## config.mk

```make
export PLATFORM = sky130hd
export DESIGN_NAME = bcs_frame_slave
export DESIGN_NICKNAME = d
export VERILOG_FILES = /design/src/rtl/bcs_pkg.sv /design/src/rtl/bcs_word_if.sv /design/src/rtl/bcs_word_buf.sv /design/src/rtl/bcs_frame_slave.sv
export SDC_FILE = /design/constraint.sdc
export NUM_CORES = 1
export LEC_CHECK = 0
export BUFFER_PORTS_ARGS = -buffer_cell sky130_fd_sc_hd__clkbuf_2
export CORE_ASPECT_RATIO = 0.5
export CORE_UTILIZATION = 60
export CTS_BUF_LIST = sky130_fd_sc_hd__clkbuf_2
export CTS_CLUSTER_SIZE = 20
export DETAILED_ROUTE_END_ITERATION = 10
export GPL_ROUTABILITY_DRIVEN = 1
export GPL_TIMING_DRIVEN = 0
export MAX_ROUTING_LAYER = met4
export PLACE_DENSITY_LB_ADDON = 0.08
export REMOVE_ABC_BUFFERS = 1
export SYNTH_ARGS = -nofsm -noshare
export SYNTH_HDL_FRONTEND = slang
export SYNTH_SLANG_ARGS = --single-unit
```

## constraint.sdc

```tcl
create_clock -name mclk_i -period 7.99 [get_ports mclk_i]
set_clock_uncertainty 0.05 [all_clocks]
set_input_delay 0.3995 -clock mclk_i [delete_from_list [all_inputs] [get_ports mclk_i]]
set_output_delay 0.3995 -clock mclk_i [all_outputs]
set_load 0.02 [all_outputs]
```

## src/rtl/bcs_pkg.sv

```systemverilog
// Shared constants and state encoding for the serial position frame slave.
package bcs_pkg;
  // Resolution range of the absolute position field, in bits.
  localparam int RES_MIN = 17;
  localparam int RES_MAX = 20;
  localparam int RES_DEFAULT = 20;
  // Bits that follow the position field: error, warning and check sum.
  localparam int TAIL_BITS = 8;
  localparam int CRC_W = 6;
  // Generator x^6 + x + 1, with the x^6 term implied.
  localparam logic [5:0] CRC_POLY = 6'h03;
  localparam logic [5:0] CRC_INIT = 6'h00;
  // Fixed line levels of the frame.
  localparam logic LVL_IDLE = 1'h1;
  localparam logic LVL_ACK = 1'h0;
  localparam logic LVL_START = 1'h1;
  localparam logic LVL_ZERO = 1'h0;
  localparam logic LVL_BUSY = 1'h0;
  localparam logic WARN_LEVEL = 1'h1;
  localparam logic ERR_NO_TEST = 1'h1;
  // Request spacing, 25 us, and the system clock period.
  localparam int CLK_PERIOD_NS = 40;
  localparam int TIMEOUT_NS = 25000;
  // A least time rounds up to whole cycles.
  localparam int TIMEOUT_CYC = (TIMEOUT_NS + CLK_PERIOD_NS - 1) / CLK_PERIOD_NS;
  localparam int TOC_W = $clog2(TIMEOUT_CYC + 1);
  // Depth of the position word buffer.
  localparam int BUF_DEPTH = 2;

  typedef enum logic [5:0] {
    BCS_IDLE    = 6'h01,
    BCS_ACK     = 6'h02,
    BCS_START   = 6'h04,
    BCS_ZERO    = 6'h08,
    BCS_DATA    = 6'h10,
    BCS_TIMEOUT = 6'h20
  } bcs_state_e;
endpackage

```

## src/rtl/bcs_word_if.sv

```systemverilog
// Valid and ready handshake that carries position words between buffer and frame engine.
`timescale 1ns/1ns
interface bcs_word_if #(
  parameter int W = 21
);
  logic valid;
  logic ready;
  logic [W-1:0] data;
  modport prod (output valid, output data, input ready);
  modport cons (input valid, input data, output ready);
endinterface

```

## src/rtl/bcs_word_buf.sv

```systemverilog
// Small first-in first-out buffer for position words with registered flags.
`timescale 1ns/1ns
module bcs_word_buf #(
  parameter int W = 21,
  parameter int DEPTH = bcs_pkg::BUF_DEPTH
) (
  input wire logic mclk_i,
  input wire logic nrst_i,
  input wire logic in_valid_i,
  input wire logic [W-1:0] in_data_i,
  output logic in_ready_o,
  bcs_word_if.prod out
);
  import bcs_pkg::*;
  localparam int PW = (DEPTH > 1) ? $clog2(DEPTH) : 1;
  localparam int CW = $clog2(DEPTH + 1);
  localparam logic [CW-1:0] FULL_CNT = CW'(DEPTH);
  localparam logic [PW-1:0] LAST_PTR = PW'(DEPTH - 1);

  logic [W-1:0] mem [DEPTH];
  logic [PW-1:0] wr_ptr;
  logic [PW-1:0] rd_ptr;
  logic [CW-1:0] count;
  logic [CW-1:0] next_count;
  logic push;
  logic pop;

  // Flags are decoded from next_count so the filling side sees an honest full.
  assign push = in_valid_i && in_ready_o;
  assign pop = out.valid && out.ready;
  assign out.data = mem[rd_ptr];

  always_comb begin
    next_count = count;
    if (push && !pop) begin
      next_count = count + CW'(1);
    end else if (pop && !push) begin
      next_count = count - CW'(1);
    end
  end

  // Storage array; written only while there is room.
  always_ff @(posedge mclk_i) begin
    if (push) begin
      mem[wr_ptr] <= in_data_i;
    end
  end

  // Pointers wrap at the configured depth, which need not be a power of two.
  always_ff @(posedge mclk_i or negedge nrst_i) begin
    if (!nrst_i) begin
      wr_ptr <= '0;
      rd_ptr <= '0;
    end else begin
      if (push) begin
        wr_ptr <= (wr_ptr == LAST_PTR) ? '0 : wr_ptr + PW'(1);
      end
      if (pop) begin
        rd_ptr <= (rd_ptr == LAST_PTR) ? '0 : rd_ptr + PW'(1);
      end
    end
  end

  // Count and both flags are registered.
  always_ff @(posedge mclk_i or negedge nrst_i) begin
    if (!nrst_i) begin
      count <= '0;
      in_ready_o <= 1'h1;
      out.valid <= 1'h0;
    end else begin
      count <= next_count;
      in_ready_o <= (next_count != FULL_CNT);
      out.valid <= (next_count != '0);
    end
  end
endmodule

```

## src/rtl/bcs_frame_slave.sv

```systemverilog
// Serial absolute position frame slave clocked by the controller's link clock.
// How it works
// - Controller supplies link clock; we only drive the data line, one bit per clock.
// - Frame opens with one clock of acknowledge, data held low.
// - Acknowledge is followed by a start bit of one then a zero bit.
// - Position field width is the resolution, 17 to 20 bits, above error.
// - Error bit sits at position 7, warning at 6, warning always one.
// - With built-in test, error bit is one when healthy, zero on fault.
// - Without built-in test the error bit is always sent as one.
// - Six-bit check x^6+x+1 over position, error, warning, at positions 5..0.
// - Check sum goes out most significant bit first, every bit inverted.
// - Start and zero bits never enter the check sum.
// - Twenty-five microseconds of quiet clock separate two requests.
// - Service mode reuses pairs: clock pair receives, data pair transmits.
// - After reset the block runs in position mode, not service mode.
`timescale 1ns/1ns
module bcs_frame_slave #(
  parameter int RES_BITS = bcs_pkg::RES_DEFAULT,
  parameter bit HAS_SELF_TEST = 1'b1
) (
  input wire logic mclk_i,
  input wire logic nrst_i,
  input wire logic link_clk_i,
  output logic link_data_o,
  input wire logic pos_valid_i,
  input wire logic [RES_BITS-1:0] pos_data_i,
  output logic pos_ready_o,
  input wire logic health_ok_i,
  input wire logic setup_mode_i,
  input wire logic svc_tx_i,
  output logic svc_rx_o,
  output logic frame_busy_o
);
  import bcs_pkg::*;

  localparam int WORD_W = RES_BITS + 1;
  localparam int SH_W = RES_BITS + 2;
  localparam int FRAME_BITS = RES_BITS + TAIL_BITS;
  localparam int CNT_W = $clog2(FRAME_BITS + 1);
  localparam logic [CNT_W-1:0] FRAME_LEN = CNT_W'(FRAME_BITS);
  localparam logic [CNT_W-1:0] CRC_LEN = CNT_W'(CRC_W);
  localparam logic [TOC_W-1:0] TOC_LIMIT = TOC_W'(TIMEOUT_CYC - 1);

  // One step of the serial check sum, most significant bit first.
  function automatic logic [CRC_W-1:0] crc_step(input logic [CRC_W-1:0] crc, input logic din);
    logic fb;
    fb = crc[CRC_W-1] ^ din;
    crc_step = {crc[CRC_W-2:0], 1'h0} ^ (fb ? CRC_POLY : CRC_INIT);
  endfunction

  // Error bit that goes into the frame for the current health level.
  function automatic logic err_level(input logic healthy);
    err_level = HAS_SELF_TEST ? healthy : ERR_NO_TEST;
  endfunction

  bcs_word_if #(.W(WORD_W)) word_q ();

  // Position words wait here; a controller that reads slowly stalls the source.
  bcs_word_buf #(.W(WORD_W), .DEPTH(BUF_DEPTH)) u_buf (
    .mclk_i(mclk_i),
    .nrst_i(nrst_i),
    .in_valid_i(pos_valid_i),
    .in_data_i({pos_data_i, 1'h0}),
    .in_ready_o(pos_ready_o),
    .out(word_q.prod)
  );

  logic clk_meta;
  logic clk_sync;
  logic clk_prev;
  logic clk_rise;
  logic clk_edge;
  logic [TOC_W-1:0] quiet_cnt;
  logic timed_out;
  logic svc_mode;
  bcs_state_e state;
  bcs_state_e next_state;
  logic [SH_W-1:0] shifter;
  logic [CRC_W-1:0] crc;
  logic [CNT_W-1:0] bits_left;
  logic [CNT_W-1:0] bits_now;
  logic [RES_BITS-1:0] held_pos;
  logic [RES_BITS-1:0] snap_pos;
  logic tx_bit;
  logic next_data;
  logic take_word;

  // Two flip-flops bring the link clock into the system clock domain.
  always_ff @(posedge mclk_i or negedge nrst_i) begin
    if (!nrst_i) begin
      clk_meta <= 1'h1;
      clk_sync <= 1'h1;
      clk_prev <= 1'h1;
    end else begin
      clk_meta <= link_clk_i;
      clk_sync <= clk_meta;
      clk_prev <= clk_sync;
    end
  end

  // Data moves on the rising link clock edge; any edge restarts the quiet count.
  assign clk_rise = clk_sync && !clk_prev;
  assign clk_edge = clk_sync ^ clk_prev;

  // Quiet time since the last link clock edge, saturating at the limit.
  always_ff @(posedge mclk_i or negedge nrst_i) begin
    if (!nrst_i) begin
      quiet_cnt <= '0;
    end else if (clk_edge) begin
      quiet_cnt <= '0;
    end else if (quiet_cnt != TOC_LIMIT) begin
      quiet_cnt <= quiet_cnt + TOC_W'(1);
    end
  end

  // Only a clock held still for the whole interval ends the busy period.
  assign timed_out = (quiet_cnt == TOC_LIMIT) && !clk_edge;

  // Mode changes wait for an idle line, so only a frame that starts in that same cycle can be cut.
  always_ff @(posedge mclk_i or negedge nrst_i) begin
    if (!nrst_i) begin
      svc_mode <= 1'h0;
    end else if (state == BCS_IDLE) begin
      svc_mode <= setup_mode_i;
    end
  end

  // Frame sequencer.
  always_comb begin
    next_state = state;
    case (state)
      BCS_IDLE: begin
        if (clk_rise && !svc_mode) begin
          next_state = BCS_ACK;
        end
      end
      BCS_ACK: begin
        if (clk_rise) begin
          next_state = BCS_START;
        end
      end
      BCS_START: begin
        if (clk_rise) begin
          next_state = BCS_ZERO;
        end
      end
      BCS_ZERO: begin
        if (clk_rise) begin
          next_state = BCS_DATA;
        end
      end
      BCS_DATA: begin
        if (clk_rise && bits_left == '0) begin
          next_state = BCS_TIMEOUT;
        end
      end
      BCS_TIMEOUT: begin
        if (timed_out) begin
          next_state = BCS_IDLE;
        end
      end
      default: begin
        next_state = BCS_IDLE;
      end
    endcase
    // A controller that stops mid-frame gets the line back after the same interval.
    if (timed_out && state != BCS_IDLE) begin
      next_state = BCS_IDLE;
    end
  end

  always_ff @(posedge mclk_i or negedge nrst_i) begin
    if (!nrst_i) begin
      state <= BCS_IDLE;
    end else begin
      state <= next_state;
    end
  end

  // A fresh word is taken at the acknowledge; with none waiting the last one repeats.
  assign take_word = (state == BCS_IDLE) && (next_state == BCS_ACK);
  assign word_q.ready = take_word;
  assign snap_pos = word_q.valid ? word_q.data[WORD_W-1:1] : held_pos;

  always_ff @(posedge mclk_i or negedge nrst_i) begin
    if (!nrst_i) begin
      held_pos <= '0;
    end else if (take_word) begin
      held_pos <= snap_pos;
    end
  end

  // Count of frame bits still to go, counted from the zero bit onward.
  assign bits_now = (state == BCS_ZERO) ? FRAME_LEN : bits_left;
  // Field bits come from the shifter, the check sum goes out inverted.
  assign tx_bit = (bits_now > CRC_LEN) ? shifter[SH_W-1] : ~crc[CRC_W-1];

  // Bit count and check sum advance once per data bit, the shifter once per field bit.
  always_ff @(posedge mclk_i or negedge nrst_i) begin
    if (!nrst_i) begin
      shifter <= '0;
      crc <= CRC_INIT;
      bits_left <= '0;
    end else if (take_word) begin
      shifter <= {snap_pos, err_level(health_ok_i), WARN_LEVEL};
      crc <= CRC_INIT;
    end else if (clk_rise && next_state == BCS_DATA) begin
      bits_left <= bits_now - CNT_W'(1);
      if (bits_now > CRC_LEN) begin
        shifter <= {shifter[SH_W-2:0], 1'h0};
        crc <= crc_step(crc, shifter[SH_W-1]);
      end else begin
        crc <= {crc[CRC_W-2:0], 1'h0};
      end
    end
  end

  // Level of the data pair for the coming state.
  always_comb begin
    next_data = LVL_IDLE;
    if (svc_mode) begin
      next_data = svc_tx_i;
    end else begin
      case (next_state)
        BCS_IDLE: next_data = LVL_IDLE;
        BCS_ACK: next_data = LVL_ACK;
        BCS_START: next_data = LVL_START;
        BCS_ZERO: next_data = LVL_ZERO;
        BCS_DATA: next_data = (clk_rise || state == BCS_DATA) ? (clk_rise ? tx_bit : link_data_o) : LVL_ZERO;
        BCS_TIMEOUT: next_data = LVL_BUSY;
        default: next_data = LVL_IDLE;
      endcase
    end
  end

  // All pin-facing outputs are registered.
  always_ff @(posedge mclk_i or negedge nrst_i) begin
    if (!nrst_i) begin
      link_data_o <= LVL_IDLE;
      svc_rx_o <= 1'h1;
      frame_busy_o <= 1'h0;
    end else begin
      link_data_o <= next_data;
      svc_rx_o <= svc_mode ? clk_sync : 1'h1;
      frame_busy_o <= (next_state != BCS_IDLE);
    end
  end
endmodule

```

### Word level (Yosys, flattened, before mapping)

Memories as Yosys holds them, arrays and structs flattened.
Cells that the tools add are included.

| word-level totals | value |
|---|---|
| flip-flop bits (word level) | 82 |
| latch bits | 0 |
| memory bits (writable) | 40 |
| memory bits (read-only) | 0 |
| input port bits | 27 |
| output and inout port bits | 4 |
| word-level logic and storage cells | 103 |
| memories kept | 1 |

| cells by class | value |
|---|---|
| $add $sub $neg | 6 |
| $mul | 0 |
| div/mod/pow operators | 0 |
| $lt $le $gt $ge | 1 |
| equal/unequal tests | 16 |
| shifts and indexed selects | 0 |
| muxes and demuxes | 31 |
| bitwise logic cells | 5 |
| reduce and logical (&&, ||, !) cells | 25 |

Memories:

| name | words | bits a word | read ports | clocked after Yosys merged registers in | wr ports | RTL line | text |
|---|---|---|---|---|---|---|---|
| u_buf.mem | 2 | 20 | 1 | 0 | 1 | bcs_word_buf.sv:20 | `logic [W-1:0] mem [DEPTH];` |

Operator list:

| operator | number |
|---|---|
| 2-to-1 mux 22 bit | 3 |
| 2-to-1 mux 6 bit | 10 |
| one-hot mux 6 bit (6 select lines) | 1 |
| 2-to-1 mux 10 bit | 2 |
| 2-to-1 mux 20 bit | 1 |
| equality test 6 x 2 -> 1 bit (second input constant) | 2 |
| equality test 6 x 4 -> 1 bit (second input constant) | 2 |
| equality test 6 x 5 -> 1 bit (second input constant) | 2 |
| equality test 6 bit (second input constant) | 2 |
| != test 6 x 1 -> 1 bit (second input constant) | 2 |
| logical AND 1 bit | 11 |
| adder 10 x 1 -> 10 bit (second input constant) | 1 |
| equality test 10 bit (second input constant) | 1 |
| != test 10 bit (second input constant) | 1 |
| 2-to-1 mux 1 bit | 9 |
| nonzero test 2 bit | 4 |
| equality test 6 x 1 -> 1 bit (second input constant) | 1 |
| equality test 6 x 3 -> 1 bit (second input constant) | 1 |
| 2-to-1 mux 2 bit | 3 |
| XOR 6 x 2 -> 6 bit | 1 |
| > comparator 5 x 3 -> 1 bit (second input constant) | 1 |
| logical NOT 1 bit | 5 |
| logical NOT 5 bit | 1 |
| 2-to-1 mux 5 bit | 1 |
| 12 further kinds | 16 |

### Longest topological paths before layout

Gate-level depths: netlist of the first run.

| logic depth | value |
|---|---|
| word-level depth | 13 |
| depth in mapped cells | 12 |
| depth with buffers taken out | 10 |

### Hierarchy

Synthesis of the first run repeated with hierarchy kept, for this count alone.

| second synthesis, totals | value |
|---|---|
| cell total of the unflattened synthesis | 448 |
| area, all modules | 5709.2 um2 |

Modules (own cells, without submodules):

| module | times used | cells each | area an instance (um2) |
|---|---|---|---|
| bcs_frame_slave | 1 | 355 | 3882.5 |
| bcs_word_buf | 1 | 93 | 1826.8 |

### Least setup slack after synthesis of the first run

OpenSTA, ideal clock, no wires.

| timing | value |
|---|---|
| path type | reg2reg |
| start | register state[4] |
| end | register shifter[2] |
| arrival time | 2673 ps |
| path slack | 5141 ps |
| cell stages (with the launch flop) | 12 |
| buffers on the path | 1 |
| cell sequence | dfrtp_1 > nor4_2 > nand2_1 > nand2_1 > inv_1 > ha_1 > and3b_1 > nor2_1 > o21a_1 > or2_4 > buf_6 > a311o_1 |

| between the ends | value |
|---|---|
| cells in the longest elaborated chain, start to end | 7 |

Ends and longest elaborated chain:

| item | RTL line | text |
|---|---|---|
| from (decl) | bcs_frame_slave.sv:76 | `bcs_state_e state;` |
| from (signal assigned) | bcs_frame_slave.sv:176 | `state <= next_state;` |
| equality test 6 bit (tied with other cells) | bcs_frame_slave.sv:131 | `case (state)` |
| one-hot mux 6 bit (6 select lines) / logical AND 1 bit (equally long branches) | bcs_frame_slave.sv:131, bcs_frame_slave.sv:167 |  |
| 2-to-1 mux 6 bit | bcs_frame_slave.sv:167 | `if (timed_out && state != BCS_IDLE) begin` |
| equality test 6 x 5 -> 1 bit / equality test 6 x 2 -> 1 bit (equally long branches) | bcs_frame_slave.sv:207, bcs_frame_slave.sv:181 |  |
| logical AND 1 bit (on tied branches) | bcs_frame_slave.sv:207, bcs_frame_slave.sv:181 |  |
| nonzero test 2 bit (no source line) | n/a |  |
| AND reduction 2 bit (no source line) | n/a |  |
| to (signal assigned) | bcs_frame_slave.sv:205 | `shifter <= {snap_pos, err_level(health_ok_i), WARN_LEVEL};` |
| to (signal assigned) | bcs_frame_slave.sv:210 | `shifter <= {shifter[SH_W-2:0], 1'h0};` |
| to (decl) | bcs_frame_slave.sv:78 | `logic [SH_W-1:0] shifter;` |

Several ways; a longest one is shown, not always the timed one.
A chain may end at the register's enable or synchronous reset.

### Worst setup path after layout of the first run

| timing | value |
|---|---|
| start | register state[1] |
| end | register shifter[8] |

The elaborated chain is that of the path after synthesis.

==> impl_results.md, run 1 <==
* GR Util met2 at 0.384
* Vias in the first global route at 3711
* Nets at 550
* Period minus WS final at 3.98 ns
* Row cnt at 24
* Crit path launch type: flop
* Yosys top cell by area: dfrtp_1
* First-pass GRT wire length at 17300 µm
* Die H at 69.6 µm
* H-tree level count at 4
* CP endpoint kind: flop
* FF+latch count, synth at 122
* Critical path arrival at 4.52 ns
* Reg2reg end: shifter[8]
* Area growth from synthesis to layout at 13.7%
* Ant. Diodes at 0
* Post-Layout Cell Count at 648
* Grt total ovfl at 0
* CTS root buf: clkbuf_2
* Antenna violations before repair at 0
* Die area at 9560 µm²
* Initial drt markers at 179
* Largest net degree at the start of global routing at 67
* CTS tree: done
* Initial Util at 0.624
* Synth top area cells: dfrtp_1, edfxtp_1, mux2i_1
* CTS Sinks at 122
* Post-Route WL at 10200 µm
* Clock buffer depth at 2
* Gr busiest metal: met2
* Core Box Area at 8800 µm²
* P_leak at 2.74 nW
* Worst Max-Slew Pin Slew at 1.42 ns
* Detailed-route DRC error count at 0
* Share of cells above drive strength 1 at 0.166
* Share of the synthesized area in the top cell type at 0.342
* # IOs at 31
* Unrepaired setup endpoints after global routing: false
* Worst skew pair latency at 0.68 ns
* Rel. slew slack at 0.0505
* Hold crit path type: in -> async
* Cell total after placement at 590
* Via count at 3705
* Post-synthesis average cell area at 11.8 µm²
* Crit-path max FO at 13
* Max cap viols at 0
* RePlAce Congestion at 0.836
* Reg-to-reg startpoint: state[1]
* VDD IR max at 199 µV
* Primary FF master, synth: dfrtp_1
* Vias/cell at 5.72
* Number of flops mapped to enable cells by yosys at 40
* Post-synthesis sequential area ratio at 0.594
* Cell count after synthesis at 467
* Reg2reg path depth at 10
* PortBufs at 30
* Asr flop ratio synth at 0.672
* Synthesized area at 5490 µm²
* Synth unique cells at 58
* Die Width at 137 µm
* Fin. Hold Viols at 0
* Routed len/inst at 15.8 µm
* Period utilisation layout at 0.499
* Pre-CTS setup slack at 4.08 ns
* Setup WS post-layout at 4.01 ns
* TNS Setup at 0 ns
* Final Slew Violations at 0
* PD cells at 290 nW/µm²
* Antenna viol nets, final at 0
* Number of CTS-inserted buffers at 17
* Ys Warns at 0
* First-pass DRT Iterations at 4
* Flop2flop setup slack at 4.01 ns
* GRT Total Usage at 0.247
* GRT met1 Usage at 0.315
* Clk pin slew, worst setup/hold paths at 0.18 ns
* WS Path Type: reg -> reg
* Final HPWL DP at 6530 µm
* Data required, critical path at 8.52 ns
* Max Clk Rate at 0.251 GHz
* Final setup viols at 0
* Met3 Use GR at 0.0753
* Outcome: completed
* Util after Layout at 0.709
## state kept, by name, summed over array words and instances (netlist names), 2 cells and up
name	flops
u_buf.mem	40
bits_left	5
crc	6
state	6
quiet_cnt	10
shifter	22
held_pos	20
u_buf.count	2
## critical path: stages, from the launching register on
cell     delay [ns]
dfrtp_1        0.57
nor4_2         0.43
nand2_1        0.36
nand2_1        0.19
inv_1          0.06
ha_1           0.18
and3b_1        0.25
nor2_1         0.05
o21a_1         0.33
a21oi_1        1.14
mux2i_1        0.29
## cell type report
class / instances / area, µm²
inverter: 19 / 71.3
clock buffer: 19 / 95.1
multi-input combinational: 299 / 2050
clock inverter: 13 / 144
timing repair buffer: 59 / 475
tap: 117 / 146
sequential: 122 / 3260
fill: 635 / 2560
## power by group
part	total, W	internal, W	switching (W)
sequential	0.000976	0.000825	0.000151
clock	0.000393	0.000149	0.000244
combinational	0.000443	0.000222	0.000221
## Yosys cell counts, drive strengths merged, types with 4 or more instances
cell type,instances
buf,6
nor3,9
o21ai,7
xor2,10
nor4,5
a211oi,22
or3,6
edfxtp,40
o211ai,5
nand2b,7
nor2b,6
mux2i,33
dfrtp,75
a21oi,20
a21o,21
clkbuf,21
or2,4
xnor2,5
nand2,28
nand3,7
inv,19
dfstp,7
a311o,9
nor3b,9
nor2,47
ha,5
## worst max-delay path by stage
| stage | startpoint | endpoint | slack, ns | cells after the start |
|---|---|---|---|---|
| after floorplan | clk_sync | shifter[11] | 4.75 | 5 |
| after global placement | state[3] | shifter[15] | 3.81 | 5 |
| after detailed placement | state[1] | shifter[13] | 4.08 | 10 |
| after CTS | state[1] | shifter[8] | 4.05 | 10 |
| after global routing | state[1] | shifter[7] | 3.80 | 10 |
| final | state[1] | shifter[8] | 4.01 | 10 |
## cell families (layout without fill, tap and decap cells)
family                     Yosys count  in the layout  share of synthesized area
AOI/OAI and AO/OA                  101            101                      0.138
xor gates and xnor gates            15             15                     0.0239
and+or+nand+nor                    143            143                      0.134
buffers and inverters               46            110                     0.0340
muxes                               35             35                     0.0643
adders and majority gates            5              5                     0.0114
DFF                                122            122                      0.594
## routing by layer
layer	up-vias	routed length, µm
met5	-	0
met4	0	57
met3	9	400
met2	70	5040
met1	1828	4720
li1	1798	-
## cells in the final DEF (no fill, tap or decap), types with 3 or more instances in the layout
cell,count
dlygate4sd3_1,26
nor2b_1,6
nor4_1,3
nor2_1,46
ha_1,5
nand2b_1,7
clkinv_2,3
or3_1,5
o211ai_1,5
dfrtp_1,75
inv_1,19
edfxtp_1,40
mux2i_1,33
xnor2_1,5
clkbuf_2,48
nand4_1,3
a21oi_1,20
xor2_1,10
o21ai_0,7
nand3_1,6
nor3b_1,9
a21o_1,21
a211oi_1,22
or2_2,3
nand2_1,28
dfstp_2,7
a311o_1,9
inv_6,3
nor3_1,9
and3_1,3
clkinv_4,4
## timing repair
item                                   in CTS  in global routing
setup buffers                               0                  0
resized for setup                           0                  0
endpoints found under the hold margin     122                  0
hold buffers                               26                  0
## through the flow
step / hold slack, ns / power (W) / area, µm²
3_5_place_dp: 0.276 / 0.00142 / 5740
2_1_floorplan: 0.0539 / 0.00127 / 5370
3_3_place_gp: 0.297 / 0.00138 / 5670
5_1_grt: 0.0554 / 0.00192 / 6240
4_1_cts: 0.0546 / 0.00182 / 6240
6_report: 0.105 / 0.00181 / 6240
Note: power is estimated with default switching activity, not from simulation.
==> run 2, diff against run 1 <==
--- a/config.mk
+++ b/config.mk
@@ -7,7 +7,7 @@
 export LEC_CHECK = 0
 export BUFFER_PORTS_ARGS = -buffer_cell sky130_fd_sc_hd__clkbuf_2
 export CORE_ASPECT_RATIO = 0.5
-export CORE_UTILIZATION = 60
+export CORE_UTILIZATION = 57
 export CTS_BUF_LIST = sky130_fd_sc_hd__clkbuf_2
 export CTS_CLUSTER_SIZE = 20
 export DETAILED_ROUTE_END_ITERATION = 10
==> constraint.sdc (replaced) <==
create_clock -name mclk_i -period 3.3 [get_ports mclk_i]
set_clock_uncertainty 0.05 [all_clocks]
set_input_delay 0.165 -clock mclk_i [delete_from_list [all_inputs] [get_ports mclk_i]]
set_output_delay 0.165 -clock mclk_i [all_outputs]
set_load 0.02 [all_outputs]
==> run 2 against run 1 <==
Net effect:
- sequential power up 140%
- combinational power rose to 2.6 times the previous value
- total power increased to 2.5 times the previous value
- first-iteration DRC count up 1.7%
- maximum frequency up 28%
- hold slack better by 0.026 ns
- worst setup slack got worse by 3.8 ns
- sequential cell count is the same
- via count grew 0.86%
==> impl_results.md, run 2 (same netlist as run 1, synthesis figures left out) <==
* Vias in the first global route at 3684
* Gr busiest metal: met2
* Initial Util at 0.609
* Detailed-route DRC error count at 0
* GRT Total Usage at 0.244
* Met3 Use GR at 0.0635
* Biggest regs: u_buf.mem: 40 flops, shifter: 22 flops, held_pos: 20 flops
* Row cnt at 24
* TNS Setup at 0 ns
* Die area at 10100 µm²
* Setup WS post-layout at 0.193 ns
* Bufs and invs on worst path at 1
* RePlAce Congestion at 0.751
* Most flop-heavy register: u_buf.mem
* VDD IR max at 431 µV
* # IOs at 31
* Crit-path max FO at 13
* CTS root buf: clkbuf_2
* Max Clk Rate at 0.322 GHz
* Final Slew Violations at 0
* PD cells at 717 nW/µm²
* Max cap viols at 0
* CP delay by family, top: simple AND/OR/NAND/NOR gates
* Worst skew pair latency at 0.69 ns
* CTS Sinks at 122
* Crit-path cells: nor4_4 -> nand2_2 -> nand2_1 -> inv_1 -> ha_1 -> and3b_1 -> nor2_1 -> o21a_2 -> or2_4 -> a311o_1
* Cell total after placement at 590
* Data required, critical path at 3.84 ns
* Util after Layout at 0.709
* Rel. slew slack at 0.192
* CP endpoint kind: flop
* Die H at 71.4 µm
* Crit path launch type: flop
* Core Box Area at 9010 µm²
* Period utilisation layout at 0.942
* Grt total ovfl at 0
* First-pass GRT wire length at 17900 µm
* Largest net degree at the start of global routing at 64
* CTS tree: done
* Hold crit path type: in -> reg
* Crit-path max cell delay at 0.50 ns
* Die Width at 141 µm
* H-tree level count at 4
* Antenna violations before repair at 0
* Period minus WS final at 3.11 ns
* Area growth from synthesis to layout at 16.4%
* Post-Layout Cell Count at 655
* Critical path arrival at 3.64 ns
* Hold Slack at 0.132 ns
* Crit-path slowest cell: dfrtp_1
* Clk pin slew, worst setup/hold paths at 0.20 ns
* Routed len/inst at 16.3 µm
* Pre-CTS setup slack at -0.664 ns
* Nets at 557
* Final HPWL DP at 6690 µm
* Via count at 3737
* Fin. Hold Viols at 0
* GR Util met2 at 0.398
* Unrepaired setup endpoints after global routing: false
* Leading cell type in the layout, fill and taps excluded: dfrtp_1
* GRT met1 Usage at 0.300
* P_leak at 2.79 nW
* WS Path Type: reg -> reg
* Ant. Diodes at 0
* Number of CTS-inserted buffers at 17
* Final setup viols at 0
* First-pass DRT Iterations at 4
* Share of cells above drive strength 1 at 0.171
* Worst Max-Slew Pin Slew at 1.21 ns
* Initial drt markers at 182
* Most frequent cells in the layout: dfrtp_1, nor2_1, clkbuf_2, edfxtp_1, mux2i_1
* PortBufs at 30
* Antenna viol nets, final at 0
* Clock buffer depth at 2
* Post-Route WL at 10700 µm
* Largest register FFs at 40
* Vias/cell at 5.71
* Outcome: completed
[run 2: cell count changes in the layout (fill, tap and decap cells not counted), sizes merged]
cell / change
buf: +4
bufinv: +2
clkbuf: -2
clkinv: +1
dlygate4sd3: +3
inv: -1
[run 2: layout make-up]
cell class	instances	area, µm²
clock buffer	17	85.1
timing repair buffer	66	556
clock inverter	15	196
tap	117	146
multi-input combinational	299	2070
fill	673	2620
sequential	122	3260
inverter	19	71.3
[run 2: worst paths after layout]
check	startpoint	to	slack [ns]	cells after the start
max	state[4]	shifter[16]	0.19	10
min reg2reg	clk_meta	clk_sync	0.32	0
max reg2reg	state[4]	shifter[16]	0.19	10
min in group asynchronous	nrst_i	state[0]	0.50	3
min	pos_data_i[8]	u_buf.mem[0][8]	0.13	2
max in group asynchronous	nrst_i	bits_left[2]	1.51	4
[run 2: per-stage QoR]
step	total power, W	cell area (µm²)
detailed placement	0.00345	5740
global route	0.00484	6390
floorplan	0.00308	5370
finish	0.00458	6390
global placement	0.00334	5670
CTS	0.00456	6330
[run 2: repair_timing]
action,4_1_cts,5_1_grt
gates resized for setup,4,1
endpoints found under the setup margin,19,25
buffers inserted,0,3
hold buffers,28,1
pin swaps,0,1
hold endpoints to repair,137,1
[run 2: layer usage]
metal / routed length, µm / share of wire
met1: 4900 / 0.46
met2: 5290 / 0.50
met3: 357 / 0.034
met4: 108 / 0.010
met5: 0 / 0
[run 2: report_power, final]
group / internal, W / total, W / leakage (nW) / switching, W
clock network: 0.000499 / 0.00109 / 0.161 / 0.000588
logic: 0.000573 / 0.00116 / 1.22 / 0.000592
registers: 0.00200 / 0.00233 / 1.41 / 0.000332
total: 0.00307 / 0.00458 / 2.79 / 0.00151
